$ cat src/logic/ufrt_pkg.sv
// Constants shared by the USB frame timing logic
package ufrt_pkg;

  // ---------------------------------------------------------------------
  // Register bus geometry
  // ---------------------------------------------------------------------
  localparam int unsigned ADDR_W = 8;
  localparam int unsigned DATA_W = 32;

  // ---------------------------------------------------------------------
  // Register byte offsets
  // ---------------------------------------------------------------------
  localparam logic [ADDR_W-1:0] OFS_BIT_TIME_LEFT  = 8'h38;
  localparam logic [ADDR_W-1:0] OFS_FRAME_NUMBER   = 8'h3C;
  localparam logic [ADDR_W-1:0] OFS_PERIODIC_START = 8'h40;
  localparam logic [ADDR_W-1:0] OFS_LOW_SPEED_CUT  = 8'h44;

  // ---------------------------------------------------------------------
  // Field widths and positions
  // ---------------------------------------------------------------------
  localparam int unsigned LEFT_W    = 14;  // Bit times left, bits 13:0
  localparam int unsigned FRAME_W   = 16;  // Frame count, bits 15:0
  localparam int unsigned PSTART_W  = 14;  // Periodic start, bits 13:0
  localparam int unsigned LSCUT_W   = 12;  // Low-speed cutoff, bits 11:0
  localparam int unsigned TOGGLE_POS = 31; // Reload toggle flag position

  // ---------------------------------------------------------------------
  // Reset values
  // ---------------------------------------------------------------------
  localparam logic [LEFT_W-1:0]   LEFT_RST   = 14'h0000;
  localparam logic [FRAME_W-1:0]  FRAME_RST  = 16'h0000;
  localparam logic [PSTART_W-1:0] PSTART_RST = 14'h0000;
  localparam logic [LSCUT_W-1:0]  LSCUT_RST  = 12'h0628;
  localparam logic                TOGGLE_RST = 1'b0;
  localparam logic [DATA_W-1:0]   RDATA_IDLE = 32'h0000_0000;

  // Value that driver software is expected to place in periodic start
  localparam logic [PSTART_W-1:0] PSTART_RECOMMENDED = 14'h3E67;

endpackage : ufrt_pkg

$ cat src/logic/ufrt_bit_counter.sv
// Down counter of bit times left in a frame, reloading at zero
module ufrt_bit_counter
  import ufrt_pkg::*;
#(
  parameter int unsigned W = LEFT_W
) (
  input  wire logic         clk_in,
  input  wire logic         rst_in,
  input  wire logic         tick_in,
  input  wire logic [W-1:0] reload_val_in,
  output logic      [W-1:0] count_out,
  output logic              reload_out
);

  // ---------------------------------------------------------------------
  // Elaboration check
  // ---------------------------------------------------------------------
  if (W < 2 || W > LEFT_W) begin : g_bad_width
    $error("ufrt_bit_counter: width out of range");
  end

  // ---------------------------------------------------------------------
  // State
  // ---------------------------------------------------------------------
  typedef struct packed {
    logic [W-1:0] count;
    logic         reload;
  } ufrt_cnt_s;

  ufrt_cnt_s st_r;
  ufrt_cnt_s st_nxt;

  // Decrement per bit time, reload from interval when zero is reached
  always_comb begin
    st_nxt        = st_r;
    st_nxt.reload = 1'b0;
    if (tick_in) begin
      if (st_r.count == '0) begin
        st_nxt.count  = reload_val_in;
        st_nxt.reload = 1'b1;
      end else begin
        st_nxt.count = st_r.count - W'(1);
      end
    end
  end

  // Reload pulse lines up with the first cycle of the new count
  always_ff @(posedge clk_in) begin
    if (rst_in) begin
      st_r.count  <= W'(LEFT_RST);
      st_r.reload <= 1'b0;
    end else begin
      st_r <= st_nxt;
    end
  end

  assign count_out  = st_r.count;
  assign reload_out = st_r.reload;

endmodule : ufrt_bit_counter

$ cat src/logic/ufrt_frame_timer.sv
// Frame timing registers and counters of a USB host controller
//
// Function
// At zero, bit-time count reloads from the frame interval value.
// 14-bit down counter, one decrement per bit time, shows time left.
// 16-bit frame count increments on each reload; read-only, resets 0.
// Writable 14-bit periodic start point, reset zero, marks list start.
// Software should program periodic start with the standard value.
// Software writes zero to reserved bits and initialises them.
// Low-speed cutoff compared with time left decides low-speed fit.
// Reload toggle flag inverts on every reload of the bit counter.
//
// The plain strobed port is this design's own decision.
module ufrt_frame_timer
  import ufrt_pkg::*;
#(
  parameter int unsigned CNT_W   = LEFT_W,
  parameter int unsigned FN_W    = FRAME_W,
  parameter int unsigned PS_W    = PSTART_W,
  parameter int unsigned LS_W    = LSCUT_W
) (
  input  wire logic              REF_CLK_IN,
  input  wire logic              RST_IN,
  input  wire logic              BIT_TICK_IN,
  input  wire logic [CNT_W-1:0]  FRAME_INTERVAL_IN,
  input  wire logic [ADDR_W-1:0] ADDR_IN,
  input  wire logic [DATA_W-1:0] WDATA_IN,
  input  wire logic              WR_IN,
  input  wire logic              RD_IN,
  output logic      [DATA_W-1:0] RDATA_OUT,
  output logic      [FN_W-1:0]   FRAME_NUMBER_OUT,
  output logic                   FRAME_START_OUT,
  output logic                   RELOAD_TOGGLE_OUT,
  output logic                   PERIODIC_ACTIVE_OUT,
  output logic                   LS_ALLOWED_OUT
);

  // ---------------------------------------------------------------------
  // Elaboration checks
  // ---------------------------------------------------------------------
  // Fields must fit below the toggle bit and the cutoff must not be
  // wider than the counter it is compared against.
  if (CNT_W < 2 || CNT_W > LEFT_W) begin : g_bad_cnt
    $error("ufrt_frame_timer: counter width out of range");
  end
  if (FN_W < 1 || FN_W > FRAME_W) begin : g_bad_fn
    $error("ufrt_frame_timer: frame count width out of range");
  end
  if (PS_W != CNT_W) begin : g_bad_ps
    $error("ufrt_frame_timer: periodic start must match counter width");
  end
  if (LS_W < 1 || LS_W > CNT_W) begin : g_bad_ls
    $error("ufrt_frame_timer: cutoff wider than counter");
  end

  // ---------------------------------------------------------------------
  // State of the module
  // ---------------------------------------------------------------------
  typedef struct packed {
    logic [PS_W-1:0]   pstart;      // Periodic start point
    logic [LS_W-1:0]   lscut;       // Low-speed cutoff value
    logic [FN_W-1:0]   frame_cnt;   // Frame count value
    logic              toggle;      // Reload toggle flag
    logic              frame_start; // One cycle per new frame
    logic              periodic;    // Periodic part of the frame
    logic              ls_ok;       // Low-speed packet still fits
    logic [DATA_W-1:0] rdata;       // Read answer
  } ufrt_state_s;

  ufrt_state_s st_r;
  ufrt_state_s st_nxt;

  // ---------------------------------------------------------------------
  // Bit-time counter
  // ---------------------------------------------------------------------
  logic [CNT_W-1:0] bits_left;
  logic             reload_seen;

  // Counter lives in its own module; its outputs are flops already
  ufrt_bit_counter #(
    .W             (CNT_W)
  ) u_bit_counter (
    .clk_in        (REF_CLK_IN),
    .rst_in        (RST_IN),
    .tick_in       (BIT_TICK_IN),
    .reload_val_in (FRAME_INTERVAL_IN),
    .count_out     (bits_left),
    .reload_out    (reload_seen)
  );

  // ---------------------------------------------------------------------
  // Decode of the register bus
  // ---------------------------------------------------------------------
  logic hit_left;
  logic hit_frame;
  logic hit_pstart;
  logic hit_lscut;

  // Full byte address compare; low two bits must be zero
  assign hit_left   = (ADDR_IN == OFS_BIT_TIME_LEFT);
  assign hit_frame  = (ADDR_IN == OFS_FRAME_NUMBER);
  assign hit_pstart = (ADDR_IN == OFS_PERIODIC_START);
  assign hit_lscut  = (ADDR_IN == OFS_LOW_SPEED_CUT);

  // ---------------------------------------------------------------------
  // Read word images
  // ---------------------------------------------------------------------
  logic [DATA_W-1:0] img_left;
  logic [DATA_W-1:0] img_frame;
  logic [DATA_W-1:0] img_pstart;
  logic [DATA_W-1:0] img_lscut;

  // Reserved bits read as zero rather than the undefined stored value
  always_comb begin
    img_left                    = RDATA_IDLE;
    img_left[CNT_W-1:0]         = bits_left;
    img_left[TOGGLE_POS]        = st_r.toggle;
    img_frame                   = RDATA_IDLE;
    img_frame[FN_W-1:0]         = st_r.frame_cnt;
    img_pstart                  = RDATA_IDLE;
    img_pstart[PS_W-1:0]        = st_r.pstart;
    img_lscut                   = RDATA_IDLE;
    img_lscut[LS_W-1:0]         = st_r.lscut;
  end

  // ---------------------------------------------------------------------
  // Comparisons against the bit-time count
  // ---------------------------------------------------------------------
  logic [CNT_W-1:0] lscut_wide;
  logic             in_periodic;
  logic             ls_fits;

  // Cutoff is zero-extended to the counter width before comparing
  assign lscut_wide  = CNT_W'(st_r.lscut);
  assign in_periodic = (bits_left <= st_r.pstart);
  assign ls_fits     = (bits_left > lscut_wide);

  // ---------------------------------------------------------------------
  // Next-state logic
  // ---------------------------------------------------------------------
  // Writes to the counter and frame count words are dropped: both are
  // owned by hardware. Bits above a field are discarded on write, so a
  // careless non-zero reserved write cannot disturb the counters.
  always_comb begin
    st_nxt             = st_r;
    st_nxt.frame_start = 1'b0;
    st_nxt.rdata       = RDATA_IDLE;

    // New frame bookkeeping follows the counter reload
    if (reload_seen) begin
      st_nxt.frame_cnt   = st_r.frame_cnt + FN_W'(1);
      st_nxt.toggle      = ~st_r.toggle;
      st_nxt.frame_start = 1'b1;
    end

    // Software writes to the two writable words
    if (WR_IN) begin
      if (hit_pstart) begin
        st_nxt.pstart = WDATA_IN[PS_W-1:0];
      end
      if (hit_lscut) begin
        st_nxt.lscut = WDATA_IN[LS_W-1:0];
      end
    end

    // Read answer lands in the following cycle only
    if (RD_IN) begin
      if (hit_left) begin
        st_nxt.rdata = img_left;
      end else if (hit_frame) begin
        st_nxt.rdata = img_frame;
      end else if (hit_pstart) begin
        st_nxt.rdata = img_pstart;
      end else if (hit_lscut) begin
        st_nxt.rdata = img_lscut;
      end else begin
        st_nxt.rdata = RDATA_IDLE;                // Unmapped reads zero
      end
    end

    // Status levels track the counter one cycle behind
    st_nxt.periodic = in_periodic;
    st_nxt.ls_ok    = ls_fits;
  end

  // ---------------------------------------------------------------------
  // State register
  // ---------------------------------------------------------------------
  always_ff @(posedge REF_CLK_IN) begin
    if (RST_IN) begin
      st_r.pstart      <= PS_W'(PSTART_RST);
      st_r.lscut       <= LS_W'(LSCUT_RST);
      st_r.frame_cnt   <= FN_W'(FRAME_RST);
      st_r.toggle      <= TOGGLE_RST;
      st_r.frame_start <= 1'b0;
      st_r.periodic    <= 1'b0;
      st_r.ls_ok       <= 1'b0;
      st_r.rdata       <= RDATA_IDLE;
    end else begin
      st_r <= st_nxt;
    end
  end

  // ---------------------------------------------------------------------
  // Outputs, all taken straight from flops
  // ---------------------------------------------------------------------
  assign RDATA_OUT           = st_r.rdata;
  assign FRAME_NUMBER_OUT    = st_r.frame_cnt;
  assign FRAME_START_OUT     = st_r.frame_start;
  assign RELOAD_TOGGLE_OUT   = st_r.toggle;
  assign PERIODIC_ACTIVE_OUT = st_r.periodic;
  assign LS_ALLOWED_OUT      = st_r.ls_ok;

endmodule : ufrt_frame_timer

$ cat config.mk
export PLATFORM = sky130hd
export DESIGN_NAME = ufrt_frame_timer
export DESIGN_NICKNAME = d
export VERILOG_FILES = /design/src/logic/ufrt_pkg.sv /design/src/logic/ufrt_bit_counter.sv /design/src/logic/ufrt_frame_timer.sv
export SDC_FILE = /design/constraint.sdc
export NUM_CORES = 1
export LEC_CHECK = 0
export ABC_CLOCK_PERIOD_IN_PS = 3200
export BUFFER_PORTS_ARGS = -buffer_cell sky130_fd_sc_hd__buf_4
export CELL_PAD_IN_SITES_DETAIL_PLACEMENT = 1
export CELL_PAD_IN_SITES_GLOBAL_PLACEMENT = 2
export CORE_ASPECT_RATIO = 0.9
export CORE_MARGIN = 2
export CORE_UTILIZATION = 31
export CTS_BUF_LIST = sky130_fd_sc_hd__clkbuf_8
export DETAILED_ROUTE_END_ITERATION = 7
export PLACE_DENSITY = 0.84
export SLEW_MARGIN = 20
export SYNTH_ARGS = -nofsm -noshare
export SYNTH_HDL_FRONTEND = slang
export SYNTH_SLANG_ARGS = --single-unit
$ cat constraint.sdc
create_clock -name REF_CLK_IN -period 3.2 [get_ports REF_CLK_IN]
set_clock_uncertainty 0.1 [all_clocks]
set_input_delay 0.16 -clock REF_CLK_IN [delete_from_list [all_inputs] [get_ports REF_CLK_IN]]
set_output_delay 0.16 -clock REF_CLK_IN [all_outputs]
set_load 0.1 [all_outputs]
==> impl_metrics.csv, run 1 <==
group,metric,value,unit
global_routing,grt_pass1_vias,3924,
power,p_leak,2.240,nW
global_routing,grt_max_degree,59,
clock_network,root_buffer,"clkbuf_8",
sta,tns,0,ns
die,core,0.01321,sq mm
die,rows,40,
placement,place_congestion,0.8272,
detailed_routing,dr.first_iter.drc_count,181,
die,start_util,31.43,%
synth,ys_types,61,
clock_network,cts_max_level,3,
critical_path,crit_required,3.41,ns
sta,setup_viol_count_final,0,
cells_and_area,final_net_count,691,
synth,synth.cell_area,0.004153,sq mm
global_routing,grt_antenna_before_repair,0,
detailed_routing,vias,3869,
placement,dp_cells,739,
critical_path,crit_type,"reg -> reg",
synth,ys.flop_type,"dfxtp_1",
cells_and_area,n_fill_cell,1570,
die,io_pins,111,
sta,hold_violations,0,
clock_network,clk_latency,0.37,ns
detailed_routing,detail-route-antenna-nets,0,
detailed_routing,drt-pass1-iter-count,5,
global_routing,grt_overflow,0,
critical_path,start_kind,"register",
cells_and_area,multi_input_area,0.002277,sq mm
synth,synth_cells,509,
placement,io_buffer_count,77,
placement,dpl.hpwl,9333,um
detailed_routing,drt_wl_total,12580,um
hold_path,hold_path_depth,3,
global_routing,gr-usage-all-layers,17.89,%
synth,synth_common_cells,"78 x dfxtp_1, 74 x nand2_1, 45 x nor2_1",
sta,final_max_slew_viol_count,0,
cells_and_area,regArea,0.001562,sq mm
clock_network,post_cts_buffers,0,
clock_network,clkTransAtPathRegs,0.08,ns
die,die_w,126,um
power,power_density,650.1,mW/mm^2
sta,fin_crit,3.001,ns
synth,synth.largest_area_cell,"dfxtp_1",
synth,synthTopCellsByArea,"dfxtp_1 38%, ha_1 8.4%, nand2_1 6.7%, o21ai_0 4.5%, nor2_1 4.1%",
clock_network,cts_sinks,78,
synth,synthArstFlopShare,0,%
detailed_routing,drc,0,
synth,ys_ff_latch,78,
sta,fmax,0.3332,GHz
critical_path,r2r_cells,6,
clock_network,cts_tree,"built",
sta,worstMarginPinSlew,0.9937,ns
die,die-area,0.01434,sq mm
synth,ys_warn_count,0,
power,peakVddDrop,0.2550,mV
sta,final.period_utilization,93.78,%
clock_network,clockBufferDepth,2,
sta,rsz0062_at_grt,"no",
job,cap_violations,0,
synth,synth_edf_count,0,
cells_and_area,n_antenna_cell,0,
hold_path,min_path_type,"in -> reg",
detailed_routing,viasPerCell,4.992,
die,fp.dieH,113.8,um
synth,synth_top_area_share,37.60,%
critical_path,cp-end-kind,"register",
critical_path,arrival,3.21,ns
cells_and_area,drive_gt1_share,19.11,%
detailed_routing,avgRoutedWirePerCell,16.23,um
synth,syn_area_per_cell,8.159,sq um
critical_path,cp_max_fo,7,
clock_network,cts.repair.resized,0,
clock_network,cts_buffers,9,
sta,slew_headroom,33.62,%
cells_and_area,syn2layout_area_growth,26.24,%
synth,ys_seq_area_share,37.60,%
global_routing,grt_pass1_wl,20220,um
cells_and_area,final_cell_count_no_fill,775,
synth,yosysMostFrequentCell,"dfxtp_1",
run_status,status,"complete, no violations",
## registers in the layout (all words and copies together) (netlist names)
signal	cells
FRAME_NUMBER_OUT	16
img_lscut	12
u_bit_counter.count_out	14
u_bit_counter.reload_out	1
PERIODIC_ACTIVE_OUT	1
img_pstart	14
LS_ALLOWED_OUT	1
FRAME_START_OUT	1
RDATA_OUT	17
RELOAD_TOGGLE_OUT	1
## stage by stage
stage               utilization (%)  area (sq um)  power (mW)  hold WS [ns]  worst slack [ns]
floorplan                         -          4205       2.317        0.1960            0.7589
global placement              36.58          4833       2.583        0.3033            0.7426
detailed placement            36.58          4833       2.640        0.3126            0.6750
CTS                           39.68          5243       3.423       0.01820            0.2330
global route                  39.68          5243       3.629       0.03967            0.1006
finish                        39.68          5243       3.408       0.02740            0.1991
## placed cells by master, fill, tap and decap left out, types with 3 or more instances in the layout
| cell | netlist | layout |
|---|---|---|
| clkbuf_8 | 1 | 11 |
| a211o_1 | 5 | 5 |
| xnor2_1 | 5 | 5 |
| nor4_1 | 3 | 3 |
| xor2_1 | 12 | 12 |
| nor2b_1 | 3 | 3 |
| dfxtp_1 | 78 | 78 |
| or4_1 | 3 | 3 |
| inv_1 | 39 | 41 |
| nor3_1 | 10 | 10 |
| o21bai_1 | 3 | 3 |
| ha_1 | 28 | 28 |
| a22oi_1 | 14 | 14 |
| o21ai_0 | 37 | 37 |
| and3_1 | 7 | 7 |
| nand2_1 | 74 | 74 |
| dlygate4sd3_1 | 0 | 22 |
| buf_4 | 16 | 85 |
| mux2i_1 | 10 | 10 |
| nor2_1 | 45 | 45 |
| nand4_1 | 9 | 9 |
| conb_1 | 1 | 15 |
| nand3_1 | 11 | 11 |
| a21oi_1 | 30 | 30 |
## repair_timing
action                                  in CTS  in global routing
hold endpoints to repair                    30                  0
hold buffers                                22                  0
endpoints found under the setup margin       0                  0
## metal layers
| layer | GRT usage, % | part of all wire (%) | vias to the layer above |
|---|---|---|---|
| met4 | 5.495 | 1.4 | 0 |
| met2 | 31.15 | 48 | 78 |
| met5 | 0 | 0 | - |
| met3 | 3.987 | 3.7 | 13 |
| li1 | - | - | 1909 |
| met1 | 22.16 | 47 | 1869 |
## critical path, stage by stage, from the launching register on
cell	delay [ns]
dfxtp_1	0.39
or4_1	0.67
or4b_1	0.79
nor2_4	0.17
a211o_1	0.12
a21boi_2	0.15
dlygate4sd3_1	0.56
## power by group
part | total, mW | internal [mW] | switching [mW]
registers | 1.20 | 1.06 | 0.143
logic | 1.46 | 0.575 | 0.883
clock network | 0.750 | 0.389 | 0.361
## final cells by class
type	count	share of cell area [%]
inverters	39	2.792
repair buffers	107	16.37
clock inverters	3	0.7160
clock buffers	11	2.888
well taps	168	4.010
flip-flops and latches	78	29.79
multi-input cells	369	43.44
## worst paths after layout
| check | start | endpoint | slack, ns |
|---|---|---|---|
| worst min-delay path | FRAME_INTERVAL_IN[0] | u_bit_counter.count_out[0]$_SDFFE_PP0P_ | 0.03 |
| worst max register to register | u_bit_counter.count_out[8]$_SDFFE_PP0P_ | u_bit_counter.count_out[11]$_SDFFE_PP0P_ | 0.20 |
| worst max-delay path | u_bit_counter.count_out[8]$_SDFFE_PP0P_ | u_bit_counter.count_out[11]$_SDFFE_PP0P_ | 0.20 |
| worst min register to register | img_pstart[6]$_SDFFE_PP0P_ | img_pstart[6]$_SDFFE_PP0P_ | 0.35 |
## logic make-up after synthesis
family | after synthesis | synth area share (%)
buffers and inverters | 76 | 8.979
XOR/XNOR | 17 | 3.585
other | 1 | 0.09030
multiplexers | 11 | 2.682
adder cells (fa/ha/maj) | 28 | 8.436
flip-flops | 78 | 37.60
AND/OR/NAND/NOR | 187 | 21.87
AO/OA/AOI/OAI | 111 | 16.75
Power figures use the tool's default switching activity.
==> run 2: changes to the inputs <==
--- a/config.mk
+++ b/config.mk
@@ -7,14 +7,12 @@
 export LEC_CHECK = 0
 export ABC_CLOCK_PERIOD_IN_PS = 3200
 export BUFFER_PORTS_ARGS = -buffer_cell sky130_fd_sc_hd__buf_4
-export CELL_PAD_IN_SITES_DETAIL_PLACEMENT = 1
-export CELL_PAD_IN_SITES_GLOBAL_PLACEMENT = 2
 export CORE_ASPECT_RATIO = 0.9
 export CORE_MARGIN = 2
-export CORE_UTILIZATION = 31
+export CORE_UTILIZATION = 50
 export CTS_BUF_LIST = sky130_fd_sc_hd__clkbuf_8
 export DETAILED_ROUTE_END_ITERATION = 7
-export PLACE_DENSITY = 0.84
+export PLACE_DENSITY = 0.78
 export SLEW_MARGIN = 20
 export SYNTH_ARGS = -nofsm -noshare
 export SYNTH_HDL_FRONTEND = slang
==> impl_metrics.csv, run 2 (same netlist as run 1, synthesis figures left out) <==
group,metric,value,unit
detailed_routing,avgRoutedWirePerCell,15.62,um
sta,hold_violations,0,
sta,slew_headroom,36.41,%
clock_network,cts_max_level,3,
die,io_pins,111,
sta,final.period_utilization,79.07,%
hold_path,min_path_type,"in -> reg",
global_routing,grt_max_degree,60,
clock_network,cts.repair.resized,0,
placement,io_buffer_count,77,
power,p_leak,2.220,nW
detailed_routing,drc,0,
global_routing,gr-usage-all-layers,24.89,%
power,peakVddDrop,0.6013,mV
sta,final_max_slew_viol_count,0,
cells_and_area,final_net_count,687,
placement,dp_cells,669,
die,start_util,51.47,%
critical_path,r2r_end,"u_bit_counter.count_out[5]$_SDFFE_PP0P_",
job,cap_violations,0,
sta,fin_crit,2.530,ns
sta,whs,0.006260,ns
critical_path,r2r_cells,5,
critical_path,crit_end,"u_bit_counter.count_out[5]$_SDFFE_PP0P_",
sta,worstMarginPinSlew,0.9520,ns
critical_path,r2r-start,"u_bit_counter.count_out[8]$_SDFFE_PP0P_",
sta,rsz0062_at_grt,"no",
cells_and_area,final_area,0.005125,sq mm
cells_and_area,layout_common_cells,"84 x buf_4, 78 x dfxtp_1, 74 x nand2_1, 45 x nor2_1, 39 x inv_1",
global_routing,grt_pass1_vias,3601,
power,total_power,3.394,mW
global_routing,grt_pass1_wl,17840,um
detailed_routing,dr.first_iter.drc_count,354,
clock_network,cts_sinks,78,
power,power_density,662.3,mW/mm^2
placement,place_congestion,0.9388,
placement,dpl.hpwl,7910,um
cells_and_area,layout.cells.most_common,"buf_4",
die,fp.dieH,90.46,um
die,rows,31,
detailed_routing,vias,3933,
run_status,status,"complete, no violations",
sta,setup_viol_count_final,0,
die,die_w,100.1,um
clock_network,clk_latency,0.36,ns
hold_path,hold_path_depth,3,
cells_and_area,finish.utilization,63.52,%
clock_network,clockBufferDepth,2,
placement,place_area,0.004740,sq mm
clock_network,root_buffer,"clkbuf_8",
cells_and_area,largest_reg_flops,17,
detailed_routing,detail-route-antenna-nets,0,
critical_path,arrival,2.67,ns
die,die-area,0.009052,sq mm
critical_path,startpoint,"u_bit_counter.count_out[8]$_SDFFE_PP0P_",
critical_path,cp-end-kind,"register",
clock_network,cts_buffers,9,
placement,place_ws,0.7114,ns
critical_path,rrSetupSlack,0.67,ns
sta,fmax,0.3952,GHz
die,core,0.008068,sq mm
detailed_routing,drt-pass1-iter-count,5,
global_routing,grt_antenna_before_repair,0,
critical_path,cp_max_fo,7,
cells_and_area,n_fill_cell,714,
cells_and_area,syn2layout_area_growth,23.41,%
critical_path,start_kind,"register",
clock_network,cts_tree,"built",
cells_and_area,final_cell_count_no_fill,703,
sta,tns,0,ns
sta,setup_ws,0.6698,ns
global_routing,grt_overflow,0,
critical_path,crit_type,"reg -> reg",
cells_and_area,n_antenna_cell,0,
clock_network,clkTransAtPathRegs,0.09,ns
cells_and_area,drive_gt1_share,19.54,%
detailed_routing,viasPerCell,5.595,
detailed_routing,drt_wl_total,10980,um
critical_path,crit_required,3.34,ns
[run 2: cell count changes in the layout (fill, tap and decap cells not counted)]
cell / change
inv_1: -2
buf_4: -1
clkinv_2: +2
dlygate4sd3_1: -3
clkbuf_8: -1
inv_6: +2
[run 2: layer usage]
metal / share of wire (%) / track usage (%)
met2: 45 / 39.58
met1: 46 / 33.59
met3: 7.2 / 6.037
met5: 0 / 0
met4: 1.9 / 7.078
[run 2: critical path, stage by stage (launching register included)]
cell and delay (ns):
dfxtp_1 0.40, or4_1 0.69, or4b_1 0.77, and3_4 0.26, a21oi_2 0.10, o32ai_1 0.08
[run 2: how the worst min path moves through the flow]
stage                                          endpoint                  start
2_1_floorplan               img_pstart[10]$_SDFFE_PP0P_           WDATA_IN[10]
3_3_place_gp                  img_lscut[6]$_SDFFE_PP0P_            WDATA_IN[6]
3_5_place_dp                 img_lscut[11]$_SDFFE_PP0P_           WDATA_IN[11]
4_1_cts         u_bit_counter.count_out[2]$_SDFFE_PP0P_   FRAME_INTERVAL_IN[2]
5_1_grt        u_bit_counter.count_out[11]$_SDFFE_PP0P_  FRAME_INTERVAL_IN[11]
6_report        u_bit_counter.count_out[2]$_SDFFE_PP0P_   FRAME_INTERVAL_IN[2]
[run 2: layout make-up]
type	instances	area [sq um]	share of cell area [%]
multi-input cells	369	2277	44.43
flip-flops and latches	78	1562	30.47
repair buffers	103	820.8	16.02
inverters	39	146.4	2.856
clock buffers	10	137.6	2.686
well taps	99	123.9	2.417
clock inverters	5	57.56	1.123
[run 2: repair_timing]
action | CTS | global route
buffers inserted | 0 | 0
hold endpoints to repair | 28 | 0
hold buffers | 19 | 0
[run 2: where the power goes]
part / switching [mW] / total (mW) / internal [mW] / leakage [nW]
logic: 0.855 / 1.42 / 0.569 / 1.49
registers: 0.165 / 1.22 / 1.06 / 0.631
clock network: 0.368 / 0.748 / 0.380 / 0.103
total: 1.39 / 3.39 / 2.01 / 2.22
